==> config.mk <==
export PLATFORM = sky130hd
export DESIGN_NAME = clsst_regs
export DESIGN_NICKNAME = d
export VERILOG_FILES = /design/src/include/clsst_pkg.sv /design/src/logic/clsst_regs.sv
export SDC_FILE = /design/constraint.sdc
export NUM_CORES = 1
export LEC_CHECK = 0
export BUFFER_PORTS_ARGS = -buffer_cell sky130_fd_sc_hd__buf_2
export CAP_MARGIN = 10
export CORE_UTILIZATION = 50
export DETAILED_ROUTE_END_ITERATION = 12
export MAX_ROUTING_LAYER = met4
export PLACE_DENSITY = 0.84
export SYNTH_ARGS = -nofsm -noshare
export SYNTH_HDL_FRONTEND = slang
export SYNTH_SLANG_ARGS = --single-unit
==> constraint.sdc <==
create_clock -name clk -period 3.78 [get_ports clk]
set_clock_uncertainty 0.15 [all_clocks]
set_input_delay 0.567 -clock clk [delete_from_list [all_inputs] [get_ports clk]]
set_output_delay 0.567 -clock clk [all_outputs]
set_load 0.02 [all_outputs]
==> src/include/clsst_pkg.sv <==
// package: offsets, fields, reset values and timing for the lock/strap register bank
package clsst_pkg;
  // register offsets (byte addresses on the wishbone side)
  localparam logic [7:0] OFS_LOCK_ARB_FLASH  = 8'h3b;
  localparam logic [7:0] OFS_STRAP_STATUS    = 8'h3c;
  localparam logic [7:0] OFS_MISC_CFG        = 8'h30;
  localparam logic [7:0] OFS_LOCK_LO         = 8'h20;
  localparam logic [7:0] OFS_LOCK_HI         = 8'h3f;
  // field positions in the lock/arbitration/flash register
  localparam int LOCK_BIT    = 7;
  localparam int OWN_HI      = 6;
  localparam int OWN_LO      = 4;
  localparam int FLASH_HI    = 3;
  localparam int FLASH_LO    = 0;
  // field positions in the strap status register
  localparam int DETECT_BIT  = 7;
  localparam int IDENT_HI    = 6;
  localparam int IDENT_LO    = 4;
  // reset values
  localparam logic [2:0] OWN_RESET   = 3'h4;
  localparam logic [2:0] OWN_DISABLE = 3'h4;
  localparam logic [3:0] FLASH_RESET = 4'h0;
  localparam logic [7:0] MISC_RESET  = 8'h00;
  // ownership periods
  localparam int OWN_STEP_NS = 1000;
  localparam int CLK_NS      = 20;
  localparam int OWN_STEP_CYC = OWN_STEP_NS / CLK_NS;
  // 64KB region numbers (address bits 19:16) per flash protect bit
  localparam logic [3:0] REGION_BIT3 = 4'hf;
  localparam logic [3:0] REGION_BIT2 = 4'he;
  localparam logic [3:0] REGION_BIT1 = 4'hc;
  localparam logic [3:0] REGION_BIT0 = 4'hd;
  // decoded cache module configuration
  typedef enum logic [1:0] {
    CLSST_SZ_1M   = 2'h0,
    CLSST_SZ_512K = 2'h1,
    CLSST_SZ_256K = 2'h2,
    CLSST_SZ_128K = 2'h3
  } clsst_size_t;
  typedef struct packed {
    logic        present;
    logic        write_through;
    clsst_size_t size;
  } clsst_cache_cfg_t;
endpackage

==> src/logic/clsst_regs.sv <==
// lock/arbitration/flash-protect and strap status register bank
//
// Decided for this implementation: the Wishbone interface to the registers.
`timescale 1ns/100ps
module clsst_regs #(
  parameter int OWN_STEP_CYCLES = clsst_pkg::OWN_STEP_CYC
) (
  input  wire logic        clk,                  // system clock, 50 MHz
  input  wire logic        srst,                 // synchronous reset, active high
  input  wire logic        wb_cyc_i,             // wishbone cycle
  input  wire logic        wb_stb_i,             // wishbone strobe
  input  wire logic        wb_we_i,              // wishbone write enable
  input  wire logic [7:0]  wb_adr_i,             // wishbone byte address
  input  wire logic [3:0]  wb_sel_i,             // wishbone byte selects
  input  wire logic [31:0] wb_dat_i,             // wishbone write data
  output logic      [31:0] wb_dat_o,             // wishbone read data
  output logic             wb_ack_o,             // wishbone acknowledge
  input  wire logic        refresh_n,            // refresh strobe pin, low active
  input  wire logic        other_master_req,     // bus request from a non-processor master
  output logic             other_master_gnt,     // grant to non-processor master
  output logic             own_timer_busy,       // guaranteed processor period running
  input  wire logic        rom_cycle,            // cycle decodes to rom space
  input  wire logic        rom_cycle_write,      // that cycle is a write
  input  wire logic [19:16] rom_cycle_addr,      // region bits of the cycle address
  output logic             boot_rom_select_n,    // rom chip select, low active
  input  wire logic        module_detect_tag_line, // detect/tag pin
  input  wire logic [2:0]  module_ident_lines,   // identification pins, bit2..bit0
  output clsst_pkg::clsst_cache_cfg_t cache_cfg, // decoded strap configuration
  output logic      [4:2]  cache_tag_hi          // tag bits 4:2 when no module fitted
);

  initial begin
    if (OWN_STEP_CYCLES < 1 || OWN_STEP_CYCLES > 4096) begin
      $error("OWN_STEP_CYCLES out of range");
    end
  end

  // pin synchronisers
  logic [1:0] refresh_sync_reg;
  logic [1:0] detect_sync_reg;
  logic [2:0] ident_s1_reg;
  logic [2:0] ident_s2_reg;
  always_ff @(posedge clk) begin
    refresh_sync_reg <= {refresh_sync_reg[0], refresh_n};
    detect_sync_reg  <= {detect_sync_reg[0], module_detect_tag_line};
    ident_s1_reg     <= module_ident_lines;
    ident_s2_reg     <= ident_s1_reg;
  end
  wire refresh_active = ~refresh_sync_reg[1];

  // strap capture: armed by reset, taken on the first edge after release
  logic       strap_pending_reg;
  logic       detect_strap_reg;
  logic [2:0] ident_strap_reg;
  always_ff @(posedge clk) begin
    if (srst) begin
      strap_pending_reg <= 1'b1;
    end else begin
      strap_pending_reg <= 1'b0;
    end
  end
  always_ff @(posedge clk) begin
    if (strap_pending_reg) begin
      detect_strap_reg <= detect_sync_reg[1];
      ident_strap_reg  <= ident_s2_reg;
    end
  end

  // wishbone decode
  logic       ack_reg;
  logic [7:0] ctl_reg;
  logic [7:0] misc_reg;
  wire        bus_req   = wb_cyc_i & wb_stb_i & ~ack_reg;
  // writes land on the edge where the master samples ack, address and data still held
  wire        bus_done  = wb_cyc_i & wb_stb_i & ack_reg;
  wire        wr_lane0  = bus_done & wb_we_i & wb_sel_i[0];
  wire        in_locked = (wb_adr_i >= clsst_pkg::OFS_LOCK_LO) && (wb_adr_i <= clsst_pkg::OFS_LOCK_HI);
  wire        locked    = ctl_reg[clsst_pkg::LOCK_BIT];
  wire        wr_ok     = wr_lane0 & ~(locked & in_locked);
  wire        wr_ctl    = wr_ok & (wb_adr_i == clsst_pkg::OFS_LOCK_ARB_FLASH);
  wire        wr_misc   = wr_ok & (wb_adr_i == clsst_pkg::OFS_MISC_CFG);
  wire [7:0]  wdat      = wb_dat_i[7:0];

  wire [7:0] ctl_next = {
    locked | wdat[clsst_pkg::LOCK_BIT],
    wdat[clsst_pkg::OWN_HI:clsst_pkg::OWN_LO],
    ctl_reg[clsst_pkg::FLASH_HI:clsst_pkg::FLASH_LO] | wdat[clsst_pkg::FLASH_HI:clsst_pkg::FLASH_LO]
  };

  always_ff @(posedge clk) begin
    if (srst) begin
      ctl_reg <= {1'b0, clsst_pkg::OWN_RESET, clsst_pkg::FLASH_RESET};
    end else if (wr_ctl) begin
      ctl_reg <= ctl_next;
    end
  end

  always_ff @(posedge clk) begin
    if (srst) begin
      misc_reg <= clsst_pkg::MISC_RESET;
    end else if (wr_misc) begin
      misc_reg <= wdat;
    end
  end

  // strap status register view
  wire [7:0] status_val = {detect_strap_reg, ident_strap_reg, 4'h0};

  wire [7:0] rd_mux = (wb_adr_i == clsst_pkg::OFS_LOCK_ARB_FLASH) ? ctl_reg :
                      (wb_adr_i == clsst_pkg::OFS_STRAP_STATUS)   ? status_val :
                      (wb_adr_i == clsst_pkg::OFS_MISC_CFG)       ? misc_reg : 8'h00;

  always_ff @(posedge clk) begin
    if (srst) begin
      ack_reg  <= 1'b0;
      wb_dat_o <= 32'h0000_0000;
    end else begin
      ack_reg  <= bus_req;
      wb_dat_o <= bus_req ? {24'h00_0000, rd_mux} : 32'h0000_0000;
    end
  end
  assign wb_ack_o = ack_reg;

  // processor ownership timer
  wire [2:0] own_sel      = ctl_reg[clsst_pkg::OWN_HI:clsst_pkg::OWN_LO];
  wire       own_disabled = own_sel[2];
  wire [2:0] own_steps    = own_sel + 3'h1;
  wire [15:0] own_target  = 16'(OWN_STEP_CYCLES) * 16'(own_steps);
  logic [15:0] own_cnt_reg;
  logic        own_run_reg;
  wire         own_done = (own_cnt_reg + 16'h0001) >= own_target;

  always_ff @(posedge clk) begin
    if (srst || refresh_active) begin
      own_cnt_reg <= 16'h0000;
      own_run_reg <= ~srst;
    end else if (own_run_reg) begin
      own_cnt_reg <= own_cnt_reg + 16'h0001;
      own_run_reg <= ~own_done;
    end
  end

  assign own_timer_busy = own_run_reg & ~own_disabled;
  always_ff @(posedge clk) begin
    if (srst) begin
      other_master_gnt <= 1'b0;
    end else begin
      other_master_gnt <= other_master_req & ~own_timer_busy;
    end
  end

  // rom select with per-region write protection
  wire [3:0] flash_prot = ctl_reg[clsst_pkg::FLASH_HI:clsst_pkg::FLASH_LO];
  wire [3:0] region_hit = {rom_cycle_addr == clsst_pkg::REGION_BIT3,
                           rom_cycle_addr == clsst_pkg::REGION_BIT2,
                           rom_cycle_addr == clsst_pkg::REGION_BIT1,
                           rom_cycle_addr == clsst_pkg::REGION_BIT0};
  wire       blocked    = rom_cycle_write & |(region_hit & flash_prot);
  always_ff @(posedge clk) begin
    if (srst) begin
      boot_rom_select_n <= 1'b1;
    end else begin
      boot_rom_select_n <= ~(rom_cycle & ~blocked);
    end
  end

  // cache module decode
  wire present = ~detect_strap_reg;
  always_ff @(posedge clk) begin
    if (srst) begin
      cache_cfg    <= '0;
      cache_tag_hi <= 3'h0;
    end else begin
      cache_cfg.present       <= present;
      cache_cfg.write_through <= ident_strap_reg[2];
      cache_cfg.size          <= clsst_pkg::clsst_size_t'(ident_strap_reg[1:0]);
      cache_tag_hi            <= present ? 3'h0 : ident_s2_reg;
    end
  end

endmodule // clsst_regs

* Word-level counts from Yosys, hierarchy flattened
Cells that the tools add are included.
** Storage, ports and cells
- Register bits after elaboration :: 90
- Input bits :: 61
- Output and inout bits :: 43
** Operators by class
- $add $sub $neg :: 2
- Multiply operators :: 1
- Magnitude comparators :: 3
- Equal/unequal tests :: 7
- Multiplexer cells :: 6
- Bitwise operators :: 27
- Reductions and logical operators :: 5
** Operator list (number)
- $eq 8x6->1 const B :: 3
- $mux 8 :: 3
- $add 16x1->16 const B :: 1
- $eq 4x4->1 const B :: 4
- $ge 16x9->1 :: 1
- $and 1x1->1 :: 13
- $not 1->1 :: 11
- $ge 8x6->1 const B :: 1
- $le 8x6->1 const B :: 1
- $mul 5x3->8 const A :: 1
- $and 4x4->4 :: 1
- $or 4x4->4 :: 1
- $reduce_or 2->1 :: 2
- $reduce_or 4->1 :: 1
- $add 3x1->3 const B :: 1
- $mux 1 :: 3
- $logic_and 1x1->1 :: 1
- $logic_or 1x1->1 :: 1
- $or 1x1->1 :: 1

* Logic depth before layout (Yosys ltp)
- Depth in word-level cells :: 7
- Depth in mapped cells :: 11

* Worst setup path after synthesis
Ideal clock, no wire load.
- Path type :: reg-to-reg
- From :: reg ctl_reg[4]
- To :: reg own_run_reg
- Arrival :: 2.608 ns
- Data required time :: 3.570 ns
- Setup slack :: 0.962 ns
- Cell stages (with the launch flop) :: 12
- Path buffers :: 0
- Cells stage by stage :: dfxtp_1 > inv_1 > ha_1 > inv_1 > ha_1 > ha_1 > ha_1 > inv_1 > ha_1 > a21o_1 > a2111oi_0 > a41o_1
** On the way
- Longest elaborated chain between the ends :: 6
** RTL lines
- start: declaration :: line clsst_regs.sv:71 : logic [7:0] ctl_reg;
- start signal: assignment :: line clsst_regs.sv:92 : ctl_reg <= {1'b0, clsst_pkg::OWN_RESET, clsst_pkg::FLASH_RESET};
- start signal: assignment :: line clsst_regs.sv:94 : ctl_reg <= ctl_next;
- $add 3x1->3 :: line clsst_regs.sv:127 : wire [2:0] own_steps = own_sel + 3'h1;
- $mul 5x3->8 :: line clsst_regs.sv:128 : wire [15:0] own_target = 16'(OWN_STEP_CYCLES) * 16'(own_steps);
- $ge 16x9->1 :: line clsst_regs.sv:131 : wire own_done = (own_cnt_reg + 16'h0001) >= own_target;
- $not 1->1 :: line clsst_regs.sv:139 : own_run_reg <= ~own_done;
- $mux 1 :: line clsst_regs.sv:137 : end else if (own_run_reg) begin
- $mux 1 :: line clsst_regs.sv:134 : if (srst || refresh_active) begin
- end signal: assignment :: line clsst_regs.sv:136 : own_run_reg <= ~srst;
- end signal: assignment :: line clsst_regs.sv:139
- end: declaration :: line clsst_regs.sv:130 : logic own_run_reg;
No other way between the ends.
A chain may end at the register's enable or synchronous reset.

* Worst setup path after layout
Same ends and word-level chain as after synthesis.

==> PnR_summary.wiki <==
{| class="wikitable"
! Metric !! Value
|-
| First-pass DRT Iterations || 4
|-
| Tightest Hold Check Type || primary input to flip-flop
|-
| Count of mapped cells out of synthesis || 298
|-
| Final count of negative-setup-slack endpoints || 0
|-
| Routed wire per std cell || 12.9 um
|-
| Post-Synthesis Cell Area || 2960 sq um
|-
| Fraction of final layout cells sized beyond drive strength 1 || 0.218
|-
| Power density over cell area || 417 nW/um^2
|-
| Number of clock sinks || 66
|-
| Antenna cell count || 0
|-
| DRT antenna net count || 0
|-
| Buffer levels on the longest clock path || 2
|-
| Arrival time at the worst endpoint || 3.30 ns
|-
| Main flop type after synthesis || sky130_fd_sc_hd__dfxtp_1
|-
| Number of inserted filler cells in the final layout || 478
|-
| Critical path's most frequent cell || sky130_fd_sc_hd__ha_1
|-
| Total of max-cap violations || 0
|-
| CP max FO || 6
|-
| Period Utilization, post-route || 0.835
|-
| Critical R2R Launch || ctl_reg[4]
|-
| Final HPWL from detailed placement || 3950 um
|-
| Max-slew violation total from the final report || 0
|-
| CTS H-tree lvls || 3
|-
| Post-route setup TNS || 0 ns
|-
| Number of cells on the worst hold path || 1
|-
| Die area || 6230 sq um
|-
| Final Non-Filler Cells || 425
|-
| Clock-pin slew of the registers on the worst-case setup and hold paths || 0.07 ns
|-
| Largest family of logic cells by synthesized area || simple AND/OR/NAND/NOR gates
|-
| Startpoint type of the worst setup path || flip-flop
|-
| Simple-Gate Fraction of Synth Area || 0.187
|-
| Number of global-route vias before repair || 1960
|-
| Top Ports || 104
|-
| Detailed-route DRC error count || 0
|-
| Fin area || 3360 sq um
|-
| Hold path endpoint || detect_sync_reg[0]
|-
| Adder and majority cell fraction of the synthesized area || 0.0635
|-
| Flip-flop count of the largest register, all copies and words added || 16
|-
| Antenna violations before repair || 0
|-
| Fraction of synthesis flops using an asynchronous set or reset pin || 0
|-
| Slew at the pin with the worst max-slew slack || 0.769 ns
|-
| Worst r2r path cells || 11
|-
| Xor-xnor portion of the synthesized cell area || 0.0829
|-
| DIE WIDTH || 78.9 um
|-
| Endpoint type of the worst setup path || flip-flop
|-
| # placed instances || 409
|-
| Post-CTS repair timing setup buffer count || 0
|-
| Type of the worst setup path || flip-flop to flip-flop
|-
| Area of placed instances || 3160 sq um
|-
| Destination of the worst register-to-register timing path || own_run_reg
|-
| Outcome || complete, no violations
|-
| Placeable core area || 5610 sq um
|-
| Number of flops mapped to enable cells by yosys || 4
|-
| Count of buffer and inverter cells on the critical path || 3
|-
| Mux cell area share after synthesis || 0.0482
|-
| Via count || 2171
|-
| Effective utilization at floorplan || 0.527
|-
| Synthesis Warnings || 0
|-
| Fin. Hold Viols || 0
|-
| CTS-repair resized insts || 0
|-
| Net count reported at finish || 424
|-
| Final Worst Setup Slack || 0.624 ns
|-
| Critical Path, Cell by Cell || inv_1 > ha_1 > inv_1 > ha_1 > ha_1 > ha_1 > inv_1 > ha_1 > a21o_1 > a2111oi_0 > a41o_1
|-
| Die height || 78.9 um
|-
| Worst-case setup slack after placement || 0.628 ns
|-
| Total Routing Usage GR || 0.192
|-
| Remaining max-slew budget at the tightest pin || 0.483
|-
| Worst IR Drop VDD || 0.000302 V
|-
| GR Overflow Total || 0
|-
| TritonCTS clock tree || built
|-
| Crit-path max cell delay || 0.47 ns
|-
| Later-pin clock latency in the skew report || 0.34 ns
|-
| Synth Register Bits || 66
|-
| Lkg Pwr || 1.47 nW
|-
| Gpl congestion || 0.835
|-
| Synth-to-Final Area Change || 13.7%
|-
| Compound-gate portion of the synthesized area || 0.0643
|-
| Count of buffers inserted at the top-level ports || 52
|-
| Mean instance size in the synthesized netlist || 9.93 sq um
|-
| Number of vias per cell || 5.11
|-
| Proportion of synthesized chip area in sequential cells || 0.460
|-
| Number of cell rows || 27
|-
| Util after Layout || 0.600
|-
| Total of hold buffers inserted after clock tree synthesis || 0
|-
| Clock root buffer || sky130_fd_sc_hd__clkbuf_8
|-
| Hold Startpoint || module_detect_tag_line
|-
| Total wire length || 5470 um
|-
| Slack of the worst reg-to-reg path || 0.62 ns
|-
| Cell family contributing the most delay on the critical path || adder cells
|-
| Crit. Startpoint || ctl_reg[4]
|-
| RSZ-0062 raised after global routing || false
|-
| Number of different library cells in the post-synthesis netlist || 46
|-
| Shortest period the worst path allows || 3.16 ns
|-
| Wire length of the first global-routing pass || 8800 um
|-
| Worst endpoint required time || 3.92 ns
|-
| Initial DRC count || 183
|-
| Number of buffers added by the clock tree synthesis step || 9
|-
| Critical path's slowest cell || sky130_fd_sc_hd__dfxtp_1
|-
| Peak Freq || 0.317 GHz
|-
| Largest net degree at the start of global routing || 29
|}
-- power by group --
part	leakage [nW]	internal, mW	switching [mW]
clock	0.0961	0.322	0.276
sequential	0.545	0.718	0.00911
combinational	0.832	0.0242	0.0530
total	1.47	1.06	0.338
-- cells in the final DEF (no fill, tap or decap), types with 2 or more instances in the layout --
cell type                    netlist  final
sky130_fd_sc_hd__dfxtp_1          62     62
sky130_fd_sc_hd__or3_1             2      2
sky130_fd_sc_hd__buf_2             3     52
sky130_fd_sc_hd__clkinv_4          0      2
sky130_fd_sc_hd__conb_1            1     24
sky130_fd_sc_hd__clkbuf_8          0     10
sky130_fd_sc_hd__xnor2_1           9      9
sky130_fd_sc_hd__nor2b_1           6      6
sky130_fd_sc_hd__a211o_1           2      2
sky130_fd_sc_hd__ha_1             15     15
sky130_fd_sc_hd__clkinvlp_4        0      2
sky130_fd_sc_hd__a22oi_1           4      4
sky130_fd_sc_hd__and2_1            4      4
sky130_fd_sc_hd__a2111oi_0         2      2
sky130_fd_sc_hd__nand2_1          12     12
sky130_fd_sc_hd__nand3_2           2      2
sky130_fd_sc_hd__a21oi_1           5      5
sky130_fd_sc_hd__nand4_1           7      7
sky130_fd_sc_hd__edfxtp_1          4      4
sky130_fd_sc_hd__nor3_1            3      3
sky130_fd_sc_hd__nand3_1          10     10
sky130_fd_sc_hd__a222oi_1          4      4
sky130_fd_sc_hd__xor2_1           19     19
sky130_fd_sc_hd__and3_1            3      3
sky130_fd_sc_hd__a21o_1            2      2
sky130_fd_sc_hd__inv_1             8      8
sky130_fd_sc_hd__nor2_1           45     45
sky130_fd_sc_hd__mux2i_1          12     12
-- cell usage after synthesis (all sizes together), types with 4 or more instances --
cell type	instances	share of area
nand2	12	0.015
buf	29	0.072
a21oi	5	0.0085
inv	8	0.010
nand4	7	0.015
nand3	12	0.024
a22oi	4	0.010
nor2b	6	0.013
clkbuf	8	0.010
and3	4	0.010
a222oi	4	0.014
dfxtp	62	0.42
xnor2	9	0.027
nor3	4	0.0085
edfxtp	4	0.041
nor2	46	0.059
ha	15	0.063
xor2	19	0.056
and2	4	0.0085
mux2i	12	0.041
-- layout make-up --
cell class              count  area (sq um)  share of cell area
multi-input cells         210          1410               0.419
flip-flops and latches     66          1360               0.405
repair buffers             53           268              0.0796
clock buffers              10           138              0.0409
well taps                  72          90.1              0.0268
clock inverters             6          66.3              0.0197
inverters                   8          30.0             0.00893
-- worst max path at each step --
stage,end,cells past startpoint
after floorplan,own_run_reg,11
after global placement,own_run_reg,11
after detailed placement,own_run_reg,11
after CTS,own_run_reg,11
after global routing,own_run_reg,11
final,own_run_reg,11
-- routing by layer --
metal / GRT usage / wire (um)
met2: 0.292 / 2510
met4: 0.0964 / 89
met5: - / 0
met1: 0.237 / 2500
met3: 0.0483 / 377
-- cells by family after synthesis --
group,count (synthesis)
AND/OR/NAND/NOR,106
flip-flops,66
buffers and inverters,45
XOR/XNOR,28
AO/OA/AOI/OAI,24
adder cells (fa/ha/maj),15
multiplexers,13
other,1
-- per-stage QoR --
step                      total power, mW  hold slack [ns]
after global routing                 1.45            0.160
after global placement              0.818            0.161
after floorplan                     0.808            0.160
final                                1.40            0.170
after detailed placement            0.820            0.164
after CTS                            1.41            0.159
No activity file was read; power rests on OpenSTA's default activity.
